<file path="config.mk">
export PLATFORM = sky130hd
export DESIGN_NAME = prlct_regs
export DESIGN_NICKNAME = d
export VERILOG_FILES = /design/src/rtl/prlct_pkg.sv /design/src/rtl/prlct_regs.sv /design/src/rtl/prlct_shaper.sv
export SDC_FILE = /design/constraint.sdc
export NUM_CORES = 1
export LEC_CHECK = 0
export ABC_CLOCK_PERIOD_IN_PS = 10200
export CAP_MARGIN = 20
export CORE_ASPECT_RATIO = 1.1
export CORE_MARGIN = 2
export CORE_UTILIZATION = 54
export CTS_CLUSTER_DIAMETER = 200
export DETAILED_ROUTE_END_ITERATION = 8
export DONT_BUFFER_PORTS = 1
export GPL_TIMING_DRIVEN = 0
export PLACE_DENSITY = 0.72
export SLEW_MARGIN = 20
export SYNTH_ARGS = -nofsm -noshare
export SYNTH_HDL_FRONTEND = slang
export SYNTH_HIERARCHICAL = 1
export SYNTH_SLANG_ARGS = --single-unit
</file>
<file path="constraint.sdc">
create_clock -name i_sys_clk -period 10.2 [get_ports i_sys_clk]
set_input_delay 1.02 -clock i_sys_clk [delete_from_list [all_inputs] [get_ports i_sys_clk]]
set_output_delay 1.02 -clock i_sys_clk [all_outputs]
set_load 0.03 [all_outputs]
</file>
<file path="src/rtl/prlct_pkg.sv">
// Purpose: Shared constants for the port rate-limit and cable-test register slice
// Assumes: 8-bit registers at fixed offsets, 100 MHz system clock
// Notes:   Rate codes, field positions and timing counts are named here; the special read view packs its fields by position
package prlct_pkg;
  // Register offsets
  localparam logic [7:0] OFS_P1_SPECIAL     = 8'h1A;
  localparam logic [7:0] OFS_P1_NOSUPPORT   = 8'h1B;
  localparam logic [7:0] OFS_P2_PRIO3_LIMIT = 8'h29;
  localparam logic [7:0] OFS_P2_SPECIAL     = 8'h2A;
  localparam logic [7:0] OFS_P2_FAULT_LO    = 8'h2B;
  localparam logic [7:0] OFS_P3_PRIO3_LIMIT = 8'h39;
  // Special control/status fields
  localparam int BIT_NEAR_SHORT  = 7;
  localparam int BIT_RESULT_HI   = 6;
  localparam int BIT_RESULT_LO   = 5;
  localparam int BIT_DIAG_EN     = 4;
  localparam int BIT_FORCE_LINK  = 3;
  localparam int BIT_REMOTE_LOOP = 1;
  localparam int BIT_FAULT_MSB   = 0;
  // Reset values
  localparam logic [7:0] RST_PRIO3_LIMIT = 8'h00;
  localparam logic [8:0] RST_FAULT       = 9'h000;
  localparam logic [1:0] RST_RESULT      = 2'h0;
  // Rate codes
  localparam logic [6:0] CODE_FULL_100  = 7'h64;
  localparam logic [6:0] CODE_MAX_100   = 7'h63;
  localparam logic [6:0] CODE_SUB_FIRST = 7'h65;
  localparam logic [6:0] CODE_SUB_LAST  = 7'h73;
  localparam logic [6:0] CODE_FULL_10   = 7'h0A;
  localparam logic [6:0] CODE_MAX_10    = 7'h09;
  localparam int KBPS_PER_MBPS = 1000;
  localparam int KBPS_SUB_STEP = 64;
  // Per-frame overhead bytes
  localparam int GAP_BYTES      = 12;
  localparam int PREAMBLE_BYTES = 8;
  // Credit tick: one microsecond
  localparam int CLK_PERIOD_NS = 10;
  localparam int TICK_NS       = 1000;
  localparam int TICK_CYC      = (TICK_NS + CLK_PERIOD_NS - 1) / CLK_PERIOD_NS;
endpackage : prlct_pkg

</file>
<file path="src/rtl/prlct_regs.sv">
// Purpose: Priority-three rate-limit registers and PHY special control/status
// Assumes: Register port and MII-management mirror are synchronous single-cycle strobes
// Notes:   Reads answer one cycle after the strobe; the cable test runs in the PHY
`timescale 1ns/1ps
// Functional notes
// - Seven-bit rate code shapes priority-three ingress
// - Codes 1..0x63 limit 1..99 Mbit/s
// - Code 0 or 0x64 means full 100M
// - Codes 1..9 limit 1..9 Mbit/s
// - Code 0 or 0x0A means full 10M
// - Codes 0x65..0x73 give 64 kbit/s steps
// - Ports 1,2 also reachable via PHY management
// - Read-only near short flag in bit seven
// - Read-only two-bit test result, bits six-five
// - Host sets test enable; device self-clears
// - Results valid once enable reads zero
// - Remote loopback bit loops port at PHY
// - Nine-bit read-only fault count, split registers
// - Optional twelve gap bytes in accounting
// - Optional eight preamble bytes in accounting
module prlct_regs
  import prlct_pkg::*;
#(
  parameter int LEN_W = 11
)(
  // Clock and reset
  input  wire logic             i_sys_clk,
  input  wire logic             i_sys_rst,
  // Switch register port
  input  wire logic [7:0]       i_reg_addr,
  input  wire logic             i_reg_wr,
  input  wire logic             i_reg_rd,
  input  wire logic [7:0]       i_reg_wdata,
  output logic      [7:0]       o_reg_rdata,
  // PHY management mirror of the special register (0 = port 1, 1 = port 2)
  input  wire logic             i_miim_port,
  input  wire logic             i_miim_wr,
  input  wire logic             i_miim_rd,
  input  wire logic [7:0]       i_miim_wdata,
  output logic      [7:0]       o_miim_rdata,
  // Cable test engine in the PHYs, index 0 = port 1
  output logic      [1:0]       o_diag_start,
  input  wire logic [1:0]       i_diag_done,
  input  wire logic [1:0]       i_diag_short,
  input  wire logic [3:0]       i_diag_result,
  input  wire logic [17:0]      i_diag_count,
  output logic      [1:0]       o_remote_loopback,
  output logic      [1:0]       o_force_link,
  // Rate-limit accounting, index 0 = port 2, index 1 = port 3
  input  wire logic             i_gap_bytes_in_accounting,
  input  wire logic             i_count_preamble,
  input  wire logic [1:0]       i_link_100,
  input  wire logic [1:0]       i_frame_valid,
  input  wire logic [2*LEN_W-1:0] i_frame_len,
  output logic      [1:0]       o_priority_three_queue_allow
);
  if (LEN_W < 6)
    $error("prlct_regs: LEN_W too small");

  localparam logic [7:0] SPECIAL_OFS [2] = '{OFS_P1_SPECIAL, OFS_P2_SPECIAL};
  localparam logic [7:0] LIMIT_OFS   [2] = '{OFS_P2_PRIO3_LIMIT, OFS_P3_PRIO3_LIMIT};

  logic [7:0] priority_three_queue_limit_q [2];
  logic [1:0] diag_en_q;
  logic [1:0] near_short_q;
  logic [1:0] result_q [2];
  logic [8:0] fault_q [2];
  logic [1:0] spec_wr;
  logic [7:0] spec_wdata [2];
  logic [7:0] spec_view [2];
  logic [6:0] tick_cnt_q;
  logic       tick_q;

  ////////////////////////////////////////////////////////////////////////////
  // Microsecond tick for the shapers
  always_ff @(posedge i_sys_clk)
  begin
    if (i_sys_rst)
    begin
      tick_cnt_q <= '0;
      tick_q     <= 1'b0;
    end
    else
    begin
      tick_q     <= (tick_cnt_q == 7'(TICK_CYC - 1));
      tick_cnt_q <= (tick_cnt_q == 7'(TICK_CYC - 1)) ? 7'h00 : tick_cnt_q + 7'h01;
    end
  end

  ////////////////////////////////////////////////////////////////////////////
  // Per-port special control/status and rate limit
  for (genvar p = 0; p < 2; p++)
  begin : g_port
    // both access paths
    // Switch port wins when both write the same register in one cycle
    always_comb
    begin
      spec_wr[p]    = 1'b0;
      spec_wdata[p] = i_miim_wdata;
      if (i_reg_wr && i_reg_addr == SPECIAL_OFS[p])
      begin
        spec_wr[p]    = 1'b1;
        spec_wdata[p] = i_reg_wdata;
      end
      else if (i_miim_wr && i_miim_port == 1'(p))
        spec_wr[p] = 1'b1;
    end

    // start and self-clear; a new start in the done cycle wins
    always_ff @(posedge i_sys_clk)
    begin
      if (i_sys_rst)
      begin
        diag_en_q[p]    <= 1'b0;
        o_diag_start[p] <= 1'b0;
      end
      else
      begin
        o_diag_start[p] <= spec_wr[p] && spec_wdata[p][BIT_DIAG_EN]
                           && (!diag_en_q[p] || i_diag_done[p]);
        if (spec_wr[p] && spec_wdata[p][BIT_DIAG_EN])
          diag_en_q[p] <= 1'b1;
        else if (i_diag_done[p])
          diag_en_q[p] <= 1'b0;
      end
    end

    // only the test engine loads the results
    always_ff @(posedge i_sys_clk)
    begin
      if (i_sys_rst)
      begin
        near_short_q[p] <= 1'b0;
        result_q[p]     <= RST_RESULT;
        fault_q[p]      <= RST_FAULT;
      end
      else if (i_diag_done[p] && diag_en_q[p])
      begin
        near_short_q[p] <= i_diag_short[p];
        result_q[p]     <= i_diag_result[2*p +: 2];
        fault_q[p]      <= i_diag_count[9*p +: 9];
      end
    end

    always_ff @(posedge i_sys_clk)
    begin
      if (i_sys_rst)
      begin
        o_remote_loopback[p] <= 1'b0;
        o_force_link[p]      <= 1'b0;
      end
      else if (spec_wr[p])
      begin
        o_remote_loopback[p] <= spec_wdata[p][BIT_REMOTE_LOOP];
        o_force_link[p]      <= spec_wdata[p][BIT_FORCE_LINK];
      end
    end

    assign spec_view[p] = {near_short_q[p], result_q[p], diag_en_q[p], o_force_link[p],
                           1'b0, o_remote_loopback[p], fault_q[p][8]};

    // limit register, reserved bit held as written
    always_ff @(posedge i_sys_clk)
    begin
      if (i_sys_rst)
        priority_three_queue_limit_q[p] <= RST_PRIO3_LIMIT;
      else if (i_reg_wr && i_reg_addr == LIMIT_OFS[p])
        priority_three_queue_limit_q[p] <= i_reg_wdata;
    end

    prlct_shaper #(
      .LEN_W         (LEN_W)
    ) u_shaper (
      .i_sys_clk     (i_sys_clk),
      .i_sys_rst     (i_sys_rst),
      .i_tick        (tick_q),
      .i_link_100    (i_link_100[p]),
      .i_rate_code   (priority_three_queue_limit_q[p][6:0]),
      .i_count_gap   (i_gap_bytes_in_accounting),
      .i_count_pre   (i_count_preamble),
      .i_frame_valid (i_frame_valid[p]),
      .i_frame_len   (i_frame_len[LEN_W*p +: LEN_W]),
      .o_allow       (o_priority_three_queue_allow[p])
    );
  end

  ////////////////////////////////////////////////////////////////////////////
  // Read paths; unmapped offsets read zero
  always_ff @(posedge i_sys_clk)
  begin
    if (i_sys_rst)
      o_reg_rdata <= 8'h00;
    else if (i_reg_rd)
    begin
      unique case (i_reg_addr)
        OFS_P1_SPECIAL:  o_reg_rdata <= spec_view[0];
        OFS_P2_SPECIAL:  o_reg_rdata <= spec_view[1];
        OFS_P2_FAULT_LO: o_reg_rdata <= fault_q[1][7:0];
        OFS_P2_PRIO3_LIMIT: o_reg_rdata <= priority_three_queue_limit_q[0];
        OFS_P3_PRIO3_LIMIT: o_reg_rdata <= priority_three_queue_limit_q[1];
        default:         o_reg_rdata <= 8'h00;
      endcase
    end
  end

  always_ff @(posedge i_sys_clk)
  begin
    if (i_sys_rst)
      o_miim_rdata <= 8'h00;
    else if (i_miim_rd)
      o_miim_rdata <= spec_view[i_miim_port];
  end

  ////////////////////////////////////////////////////////////////////////////
  // Checks
  property p_diag_start;
    @(posedge i_sys_clk) disable iff (i_sys_rst)
    (spec_wr[1] && spec_wdata[1][BIT_DIAG_EN] && !diag_en_q[1])
      |=> (o_diag_start[1] && diag_en_q[1]) ##1 !o_diag_start[1];
  endproperty
  a_diag_start: assert property (p_diag_start)
    else $error("cable test start not issued");

  property p_diag_clear;
    @(posedge i_sys_clk) disable iff (i_sys_rst)
    (diag_en_q[0] && i_diag_done[0] && !spec_wr[0])
      |=> (!diag_en_q[0] && fault_q[0] == $past(i_diag_count[8:0]));
  endproperty
  a_diag_clear: assert property (p_diag_clear)
    else $error("test enable not cleared with results");

  property p_ro_hold;
    @(posedge i_sys_clk) disable iff (i_sys_rst)
    (spec_wr[1] && !i_diag_done[1]) |=> $stable(fault_q[1]) && $stable(result_q[1]);
  endproperty
  a_ro_hold: assert property (p_ro_hold)
    else $error("write altered read-only result");

  property p_limit_write;
    @(posedge i_sys_clk) disable iff (i_sys_rst)
    (i_reg_wr && i_reg_addr == OFS_P3_PRIO3_LIMIT)
      ##1 !(i_reg_wr && i_reg_addr == OFS_P3_PRIO3_LIMIT)
      ##1 (i_reg_rd && i_reg_addr == OFS_P3_PRIO3_LIMIT && !i_reg_wr)
      |=> (o_reg_rdata == $past(i_reg_wdata, 3));
  endproperty
  a_limit_write: assert property (p_limit_write)
    else $error("rate limit readback mismatch");

  property p_fault_read;
    @(posedge i_sys_clk) disable iff (i_sys_rst)
    (i_reg_rd && i_reg_addr == OFS_P2_SPECIAL)
      |=> (o_reg_rdata[BIT_FAULT_MSB] == fault_q[1][8]
           || $past(i_diag_done[1]));
  endproperty
  a_fault_read: assert property (p_fault_read)
    else $error("fault count top bit misreported");

  property p_loop;
    @(posedge i_sys_clk) disable iff (i_sys_rst)
    (i_miim_wr && !i_reg_wr && i_miim_port)
      |=> (o_remote_loopback[1] == $past(i_miim_wdata[BIT_REMOTE_LOOP]));
  endproperty
  a_loop: assert property (p_loop)
    else $error("remote loopback not taken from management write");
endmodule : prlct_regs

</file>
<file path="src/rtl/prlct_shaper.sv">
// Purpose: Priority-three ingress shaper for one port, token bucket in millibits
// Assumes: i_tick is a one-cycle pulse every microsecond
// Notes:   Credit gains rate_kbps millibits per tick; a frame costs bytes*8000
`timescale 1ns/1ps
module prlct_shaper
  import prlct_pkg::*;
#(
  parameter int LEN_W     = 11,
  parameter int CREDIT_W  = 32,
  parameter int BURST_MB  = 24600000
)(
  // Clock and reset
  input  wire logic             i_sys_clk,
  input  wire logic             i_sys_rst,
  // Control
  input  wire logic             i_tick,
  input  wire logic             i_link_100,
  input  wire logic [6:0]       i_rate_code,
  input  wire logic             i_count_gap,
  input  wire logic             i_count_pre,
  // Frame accounting
  input  wire logic             i_frame_valid,
  input  wire logic [LEN_W-1:0] i_frame_len,
  output logic                  o_allow
);
  if (LEN_W < 6 || CREDIT_W < 26 || BURST_MB < 1)
    $error("prlct_shaper: parameters too small");

  logic              unlimited;
  logic [16:0]       rate_kbps;
  logic signed [CREDIT_W-1:0] credit_q;
  logic signed [CREDIT_W-1:0] cost;
  logic signed [CREDIT_W-1:0] next_credit;
  logic [LEN_W:0]    bytes;

  always_comb
  begin
    unlimited = 1'b0;
    rate_kbps = '0;
    if (i_link_100)
    begin
      if (i_rate_code == 7'h00 || i_rate_code == CODE_FULL_100 || i_rate_code > CODE_SUB_LAST)
        unlimited = 1'b1;
      else if (i_rate_code <= CODE_MAX_100)
        rate_kbps = 17'(i_rate_code * KBPS_PER_MBPS);
      else
        rate_kbps = 17'((i_rate_code - CODE_FULL_100) * KBPS_SUB_STEP);
    end
    else
    begin
      // Sub-megabit codes have no meaning at 10 Mbit/s and do not limit
      if (i_rate_code == 7'h00 || i_rate_code >= CODE_FULL_10)
        unlimited = 1'b1;
      else
        rate_kbps = 17'(i_rate_code * KBPS_PER_MBPS);
    end
  end

  always_comb
  begin
    bytes = {1'b0, i_frame_len};
    if (i_count_gap)
      bytes = bytes + (LEN_W+1)'(GAP_BYTES);
    if (i_count_pre)
      bytes = bytes + (LEN_W+1)'(PREAMBLE_BYTES);
    cost = CREDIT_W'(bytes) * CREDIT_W'(8 * KBPS_PER_MBPS);
  end

  always_comb
  begin
    next_credit = credit_q;
    if (i_tick)
      next_credit = next_credit + CREDIT_W'(rate_kbps);
    if (i_frame_valid)
      next_credit = next_credit - cost;
    if (next_credit > CREDIT_W'(BURST_MB))
      next_credit = CREDIT_W'(BURST_MB);
  end

  always_ff @(posedge i_sys_clk)
  begin
    if (i_sys_rst)
      credit_q <= '0;
    else if (unlimited)
      credit_q <= '0;
    else
      credit_q <= next_credit;
  end

  // Allow decision is registered so the top output comes from a flop
  always_ff @(posedge i_sys_clk)
  begin
    if (i_sys_rst)
      o_allow <= 1'b1;
    else
      o_allow <= unlimited || (next_credit >= 0);
  end

  property p_unlim_allows;
    @(posedge i_sys_clk) disable iff (i_sys_rst)
    unlimited |=> o_allow;
  endproperty
  a_unlim_allows: assert property (p_unlim_allows)
    else $error("unlimited code did not allow traffic");

  property p_cost_charged;
    @(posedge i_sys_clk) disable iff (i_sys_rst)
    (!unlimited && i_frame_valid && !i_tick && next_credit < CREDIT_W'(BURST_MB))
      |=> (credit_q == $past(credit_q) - $past(cost));
  endproperty
  a_cost_charged: assert property (p_cost_charged)
    else $error("frame cost not charged to credit");

  property p_overhead;
    @(posedge i_sys_clk) disable iff (i_sys_rst)
    (i_count_gap && i_count_pre)
      |-> (bytes == {1'b0, i_frame_len} + (LEN_W+1)'(GAP_BYTES + PREAMBLE_BYTES));
  endproperty
  a_overhead: assert property (p_overhead)
    else $error("gap and preamble bytes not added");

  property p_sub_rate;
    @(posedge i_sys_clk) disable iff (i_sys_rst)
    (i_link_100 && i_rate_code == CODE_SUB_FIRST) |-> (rate_kbps == 17'(KBPS_SUB_STEP));
  endproperty
  a_sub_rate: assert property (p_sub_rate)
    else $error("first sub-megabit code is not 64 kbit/s");
endmodule : prlct_shaper
</file>
==> impl_metrics.yaml, run 1 <==
die:
  design.core.area_sq_um: 34200
  start_util_pct: 54.8
  fp.dieH_um: 199
  die_w_um: 182
  rows: 71
  dieArea_sq_um: 36200
  io_pins: 109
worst_setup_path:
  path_depth: 39
  cpLargestDelayFamily: "compound AO/OA/AOI/OAI gates"
  worstSetupStartpointType: "flop"
  cp_common_cell: "ha_1"
  crit_path_max_incr_delay_ps: 650
  crit_buf_inv: 5
  ff2ff_path_depth: 39
  cp_max_fo: 10
  cp.arrival_ps: 9950
  critPathCaptureType: "flop"
  crit_path_top_delay_cell: "edfxtp_1"
  cp_data_required_time_ps: 10530
  crit_type: "reg2reg"
layout:
  seqCellArea_sq_um: 2880
  multi_input_area_sq_um: 14800
  fin_nets: 2655
  fillers: 3081
  n_antenna_cell: 0
  area_growth_pct: 6.49
  drive_above_1_share_pct: 6.92
logic_synthesis:
  synth.distinct_cells: 116
  synth.most_common_cell: "ha_1"
  yosysWarningCount: 6
  synth_top_area_cell: "ha_1"
  syn_nets: 2632
  synth_top_area_share_pct: 17.1
  synthFlopType: "dfxtp_1"
  synth_commonest_cells: "ha_1 (257), inv_1 (231), nor2_1 (161)"
  ys_ff_latch: 129
  synth_edf_count: 30
  postSynthAreaPerCell_sq_um: 8.63
  synth_area_leaders: "ha_1 (17%), fa_1 (12%), dfxtp_1 (11%), edfxtp_1 (4.8%), inv_1 (4.6%)"
  synth_area_sq_um: 18800
  synthCells: 2174
  seq_area_frac_synth_pct: 15.4
  async_reset_ff_share_pct: 0
timing:
  max_freq_mhz: 104
  period_minus_slack_ps: 9620
  maxSlewHeadroom_pct: 48.0
  setup-tns-final_ps: 0
  fin_skew_ps: 16.5
  final-max-slew-violation-count: 0
  final.period_utilization_pct: 94.3
  finalHoldViolCount: 0
  whs_ps: 438
  grt_setup_unrepaired: "no"
  worstMarginPinSlew_ps: 777
  setup_viol: 0
placed_design:
  gp_congestion: 0.895
  port_buffers: 0
  dp_hpwl_um: 37400
route:
  avgRoutedWirePerCell_um: 17.3
  drc_errors: 0
  vias_per_cell: 6.05
  vias: 16000
  routed_wl_um: 45800
  firstDrtPassIters: 5
  drtIter0Drc: 934
  ant_nets: 0
grt:
  grt_pass1_vias: 15800
  grt_pass1_wl_um: 76200
  antenna_found_initial: 0
  grt_max_degree: 17
  grt.total_usage_pct: 25.6
  overflow: 0
clocking:
  cts-root-buf: "clkbuf_16"
  cts_tree: "done"
  numCtsBuffers: 17
  clock_sinks: 129
  clk_path_buf_depth: 2
  hold_buffers: 0
  htree_levels: 4
  clkLatencyLatePin_ps: 430
  path_clk_slew_ps: 70
hold_path:
  hold_class: "reg2reg"
  whs_path_depth: 2
job:
  cap_violations: 0
run_status:
  outcome: "completed"
-- placed cells by master, fill, tap and decap left out, types with 10 or more instances in the layout --
cell type / Yosys / routed
edfxtp_1: 30 / 30
nand2_1: 135 / 135
nor2_1: 161 / 161
and2_1: 42 / 42
and3_1: 24 / 24
a31oi_1: 18 / 17
mux2_2: 10 / 10
dfxtp_1: 99 / 99
nand3_1: 48 / 48
o21a_1: 25 / 25
o211ai_1: 28 / 28
o31ai_1: 11 / 11
and4_1: 10 / 10
a21oi_1: 123 / 122
clkbuf_1: 30 / 30
o21ai_0: 74 / 74
a22o_1: 12 / 12
fa_1: 116 / 116
o21ai_1: 12 / 12
o211ai_2: 10 / 10
xor2_1: 72 / 72
clkbuf_16: 0 / 17
xnor2_1: 87 / 85
or3_1: 18 / 18
ha_1: 257 / 257
nand2b_1: 26 / 26
a211oi_1: 31 / 31
nor2b_1: 27 / 27
a21boi_0: 15 / 15
nor4_1: 11 / 10
nand4_1: 19 / 19
a21o_1: 38 / 38
mux2i_1: 30 / 30
nor3_1: 43 / 42
nor3b_1: 15 / 15
inv_1: 231 / 231
-- repair_timing --
| item | CTS | global route |
|---|---|---|
| setup buffers | 0 | 4 |
| resized for setup | 0 | 7 |
| endpoints found under the setup margin | 0 | 23 |
| endpoints found under the hold margin | 0 | 0 |
-- worst min-delay path, cell delays in order (launching register included) --
cell and delay (ps):
dfxtp_1 310, nand2_1 50, nor2_1 30
-- path summary, 6_finish.rpt --
kind                                      start                               to  slack [ps]
min reg2reg      g_port[1].u_shaper/credit_q[2]   g_port[1].u_shaper/credit_q[2]         440
max reg2reg  priority_three_queue_limit_q[1][2]  g_port[1].u_shaper/credit_q[17]         580
max          priority_three_queue_limit_q[1][2]  g_port[1].u_shaper/credit_q[17]         580
min              g_port[1].u_shaper/credit_q[2]   g_port[1].u_shaper/credit_q[2]         440
-- flip-flops by register name (all words and copies together), names as in the netlist, 4 cells and up --
signal and flops:
o_reg_rdata 8, o_miim_rdata 7, priority_three_queue_limit_q 16, result_q 4, fault_q 10, g_port.u_shaper/credit_q 64, tick_cnt_q 7
-- kinds of logic (layout without fill, tap and decap cells) --
| family | after synthesis | in the layout | synth area share (%) |
|---|---|---|---|
| other cells | 1 | 1 | 0.0200 |
| simple gates | 640 | 640 | 17.9 |
| compound gates | 545 | 545 | 21.3 |
| buf+inv | 285 | 321 | 6.02 |
| xor+xnor | 161 | 161 | 7.65 |
| flops | 129 | 129 | 15.4 |
| mux | 40 | 40 | 2.20 |
| fa+ha+maj | 373 | 373 | 29.5 |
-- stage by stage --
step	cell area (sq um)	std cells	setup WS, ps	utilization, %
final	20000	2648	583	58.4
after global routing	20000	2648	147	58.4
after CTS	19900	2644	186	58.2
after detailed placement	19300	2612	-185	56.4
after global placement	19300	2612	72.1	56.4
after floorplan	18800	2174	1080	-
-- layer usage --
layer / vias to the layer above / wire (um) / track usage (%)
met5: - / 0 / 0
met4: 0 / 1140 / 7.20
met3: 84 / 1810 / 2.64
met2: 358 / 23100 / 46.6
met1: 7774 / 19700 / 32.1
li1: 7817 / - / -
-- final cells by class --
cell class,count,area share (%)
buffer,52,1.27
clock buffer,17,2.13
clock inverter,15,0.827
inverter,233,4.38
multi-input combinational,1760,74.1
sequential,129,14.4
tap,438,2.74
timing repair buffer,4,0.150
Power of run 1 is left out: the tool's default activity adds up to more than one toggle a clock period on the data nets, which glitch-free logic cannot reach.
==> run 2, diff against run 1 <==
--- a/config.mk
+++ b/config.mk
@@ -15,8 +15,8 @@
 export DONT_BUFFER_PORTS = 1
 export GPL_TIMING_DRIVEN = 0
 export PLACE_DENSITY = 0.72
+export REMOVE_ABC_BUFFERS = 1
 export SLEW_MARGIN = 20
 export SYNTH_ARGS = -nofsm -noshare
 export SYNTH_HDL_FRONTEND = slang
-export SYNTH_HIERARCHICAL = 1
 export SYNTH_SLANG_ARGS = --single-unit
==> impl_metrics.yaml, run 2 <==
die:
  io_pins: 109
  design.core.area_sq_um: 33400
  dieArea_sq_um: 35400
  die_w_um: 180
  fp.dieH_um: 197
  rows: 70
  start_util_pct: 54.9
logic_synthesis:
  synth_area_leaders: "ha_1 (18%), fa_1 (13%), dfxtp_1 (11%), edfxtp_1 (4.9%), inv_1 (4.8%)"
  synthCells: 2164
  synth_top_area_cell: "ha_1"
  postSynthAreaPerCell_sq_um: 8.47
  synth_area_sq_um: 18300
  synthFlopType: "dfxtp_1"
  synth.most_common_cell: "ha_1"
  synth_commonest_cells: "ha_1 (257), inv_1 (235), nor2_1 (160)"
  ys_ff_latch: 129
  seq_area_frac_synth_pct: 15.7
  yosysWarningCount: 0
  synth_edf_count: 30
  synth_top_area_share_pct: 17.5
  synth.distinct_cells: 96
  async_reset_ff_share_pct: 0
worst_setup_path:
  crit_end: "g_port[0].u_shaper.credit_q[15]"
  crit_path_max_incr_delay_ps: 520
  crit_type: "reg2reg"
  cp.arrival_ps: 9920
  ff2ff_path_depth: 36
  crit_path_top_delay_cell: "edfxtp_1"
  cp_data_required_time_ps: 10560
  worstSetupStartpointType: "flop"
  critPathLaunch: "priority_three_queue_limit_q[0][2]"
  r2r-start: "priority_three_queue_limit_q[0][2]"
  cp_common_cell: "ha_1"
  critPathCaptureType: "flop"
  r2r_end: "g_port[0].u_shaper.credit_q[15]"
  regToRegSetupSlack_ps: 640
  cp_max_fo: 11
layout:
  drive_above_1_share_pct: 5.80
  n_antenna_cell: 0
  reg_top3: "g_port.u_shaper.credit_q x64, priority_three_queue_limit_q x16, fault_q x10"
  fin_nets: 2601
  area_growth_pct: 6.35
  final_cell_mix: "ha_1 (257), inv_1 (233), nor2_1 (158), nand2_1 (125), a21oi_1 (117)"
  final_cell_area_sq_um: 19500
  largest_register_ffs: 64
  largest_register: "g_port.u_shaper.credit_q"
  layout_commonest_cell: "ha_1"
route:
  routed_wl_um: 42100
  ant_nets: 0
  drc_errors: 0
  firstDrtPassIters: 6
  vias_per_cell: 5.94
  vias: 15400
  avgRoutedWirePerCell_um: 16.3
  drtIter0Drc: 831
timing:
  final.period_utilization_pct: 93.8
  finalHoldViolCount: 0
  maxSlewHeadroom_pct: 33.6
  worstMarginPinSlew_ps: 993
  setup-tns-final_ps: 0
  setup_viol: 0
  max_freq_mhz: 105
  final-max-slew-violation-count: 0
  fin_skew_ps: 13.5
  period_minus_slack_ps: 9560
placed_design:
  port_buffers: 0
  dp_hpwl_um: 33300
  gp_congestion: 0.885
  place_area_sq_um: 18600
clocking:
  numCtsBuffers: 17
  clock_sinks: 129
  path_clk_slew_ps: 70
  clkLatencyLatePin_ps: 430
  cts_tree: "done"
  cts-root-buf: "clkbuf_16"
  htree_levels: 4
  clk_path_buf_depth: 2
grt:
  antenna_found_initial: 0
  grt_pass1_vias: 14900
  overflow: 0
  grt_pass1_wl_um: 70600
  grt_max_degree: 41
  grt.total_usage_pct: 23.6
run_status:
  outcome: "completed"
hold_path:
  hold_class: "reg2reg"
job:
  cap_violations: 0
run 2: changes by cell type in the layout (fill, tap and decap cells not counted), sizes merged, moves of 6 or more:
cell,delta
clkbuf,-30
a31oi,+6
a21o,+6
a22o,-8
a21oi,-8
nand4,+7
o211ai,-15
a311oi,+6
nand2,-14
run 2: cell type report:
class | instances | area (sq um)
multi-input combinational | 1734 | 14400
inverter | 236 | 893
timing repair buffer | 25 | 208
clock buffer | 17 | 425
clock inverter | 15 | 174
tap | 432 | 541
sequential | 129 | 2880
fill | 2969 | 13900
run 2: through the flow:
| stage | util (%) | hold slack [ps] | instances | setup WS [ps] |
|---|---|---|---|---|
| 2_1_floorplan | - | 410 | 2099 | 704 |
| 3_3_place_gp | 55.7 | 417 | 2531 | -667 |
| 3_5_place_dp | 55.9 | 421 | 2533 | -853 |
| 4_1_cts | 57.7 | 430 | 2565 | 199 |
| 5_1_grt | 58.4 | 445 | 2588 | -10.7 |
| 6_report | 58.4 | 427 | 2588 | 637 |
run 2: worst min-delay path by stage:
| stage | from | end | slack [ps] | cells after the start |
|---|---|---|---|---|
| 6_report | g_port[1].u_shaper.credit_q[2] | g_port[1].u_shaper.credit_q[2] | 430 | 2 |
| 5_1_grt | g_port[1].u_shaper.credit_q[2] | g_port[1].u_shaper.credit_q[2] | 440 | 2 |
| 2_1_floorplan | g_port[1].u_shaper.credit_q[1] | g_port[1].u_shaper.credit_q[1] | 410 | 2 |
| 3_3_place_gp | g_port[1].u_shaper.credit_q[2] | g_port[1].u_shaper.credit_q[2] | 420 | 2 |
| 4_1_cts | g_port[1].u_shaper.credit_q[2] | g_port[1].u_shaper.credit_q[2] | 430 | 2 |
| 3_5_place_dp | g_port[1].u_shaper.credit_q[2] | g_port[1].u_shaper.credit_q[2] | 420 | 2 |
run 2: per-layer routing:
layer  track usage (%)  part of all wire (%)  vias up  wire length [um]
li1                  -                     -     7657                 -
met1              29.9                    45     7352             18800
met2              42.9                    51      300             21300
met3              2.60                   3.2       58              1340
met4              5.87                   1.7        0               710
met5                 0                     0        -                 0
run 2: repair_timing:
action / 4_1_cts / 5_1_grt
setup buffers: 0 / 23
setup endpoints to repair: 22 / 34
resized for setup: 3 / 11
pin swaps: 0 / 1
hold buffers: 0 / 0
run 2: cells by family after synthesis:
logic type	Yosys count	share of synthesized area, %
other	1	0.0205
DFF	129	15.7
xor gates and xnor gates	158	7.67
and+or+nand+nor	624	17.4
muxes	43	2.43
adders and majority gates	373	30.2
buffers and inverters	301	6.34
AOI/OAI and AO/OA	535	20.2
run 2: worst max-delay path, delay by kind of cell (launching register included):
family	cells	cell delay [ps]
DFF	1	520
xor gates and xnor gates	3	890
buffers and inverters	3	400
muxes	1	230
adders and majority gates	7	2730
AOI/OAI and AO/OA	17	3900
and+or+nand+nor	5	800
Power of run 2 is left out for the same reason.
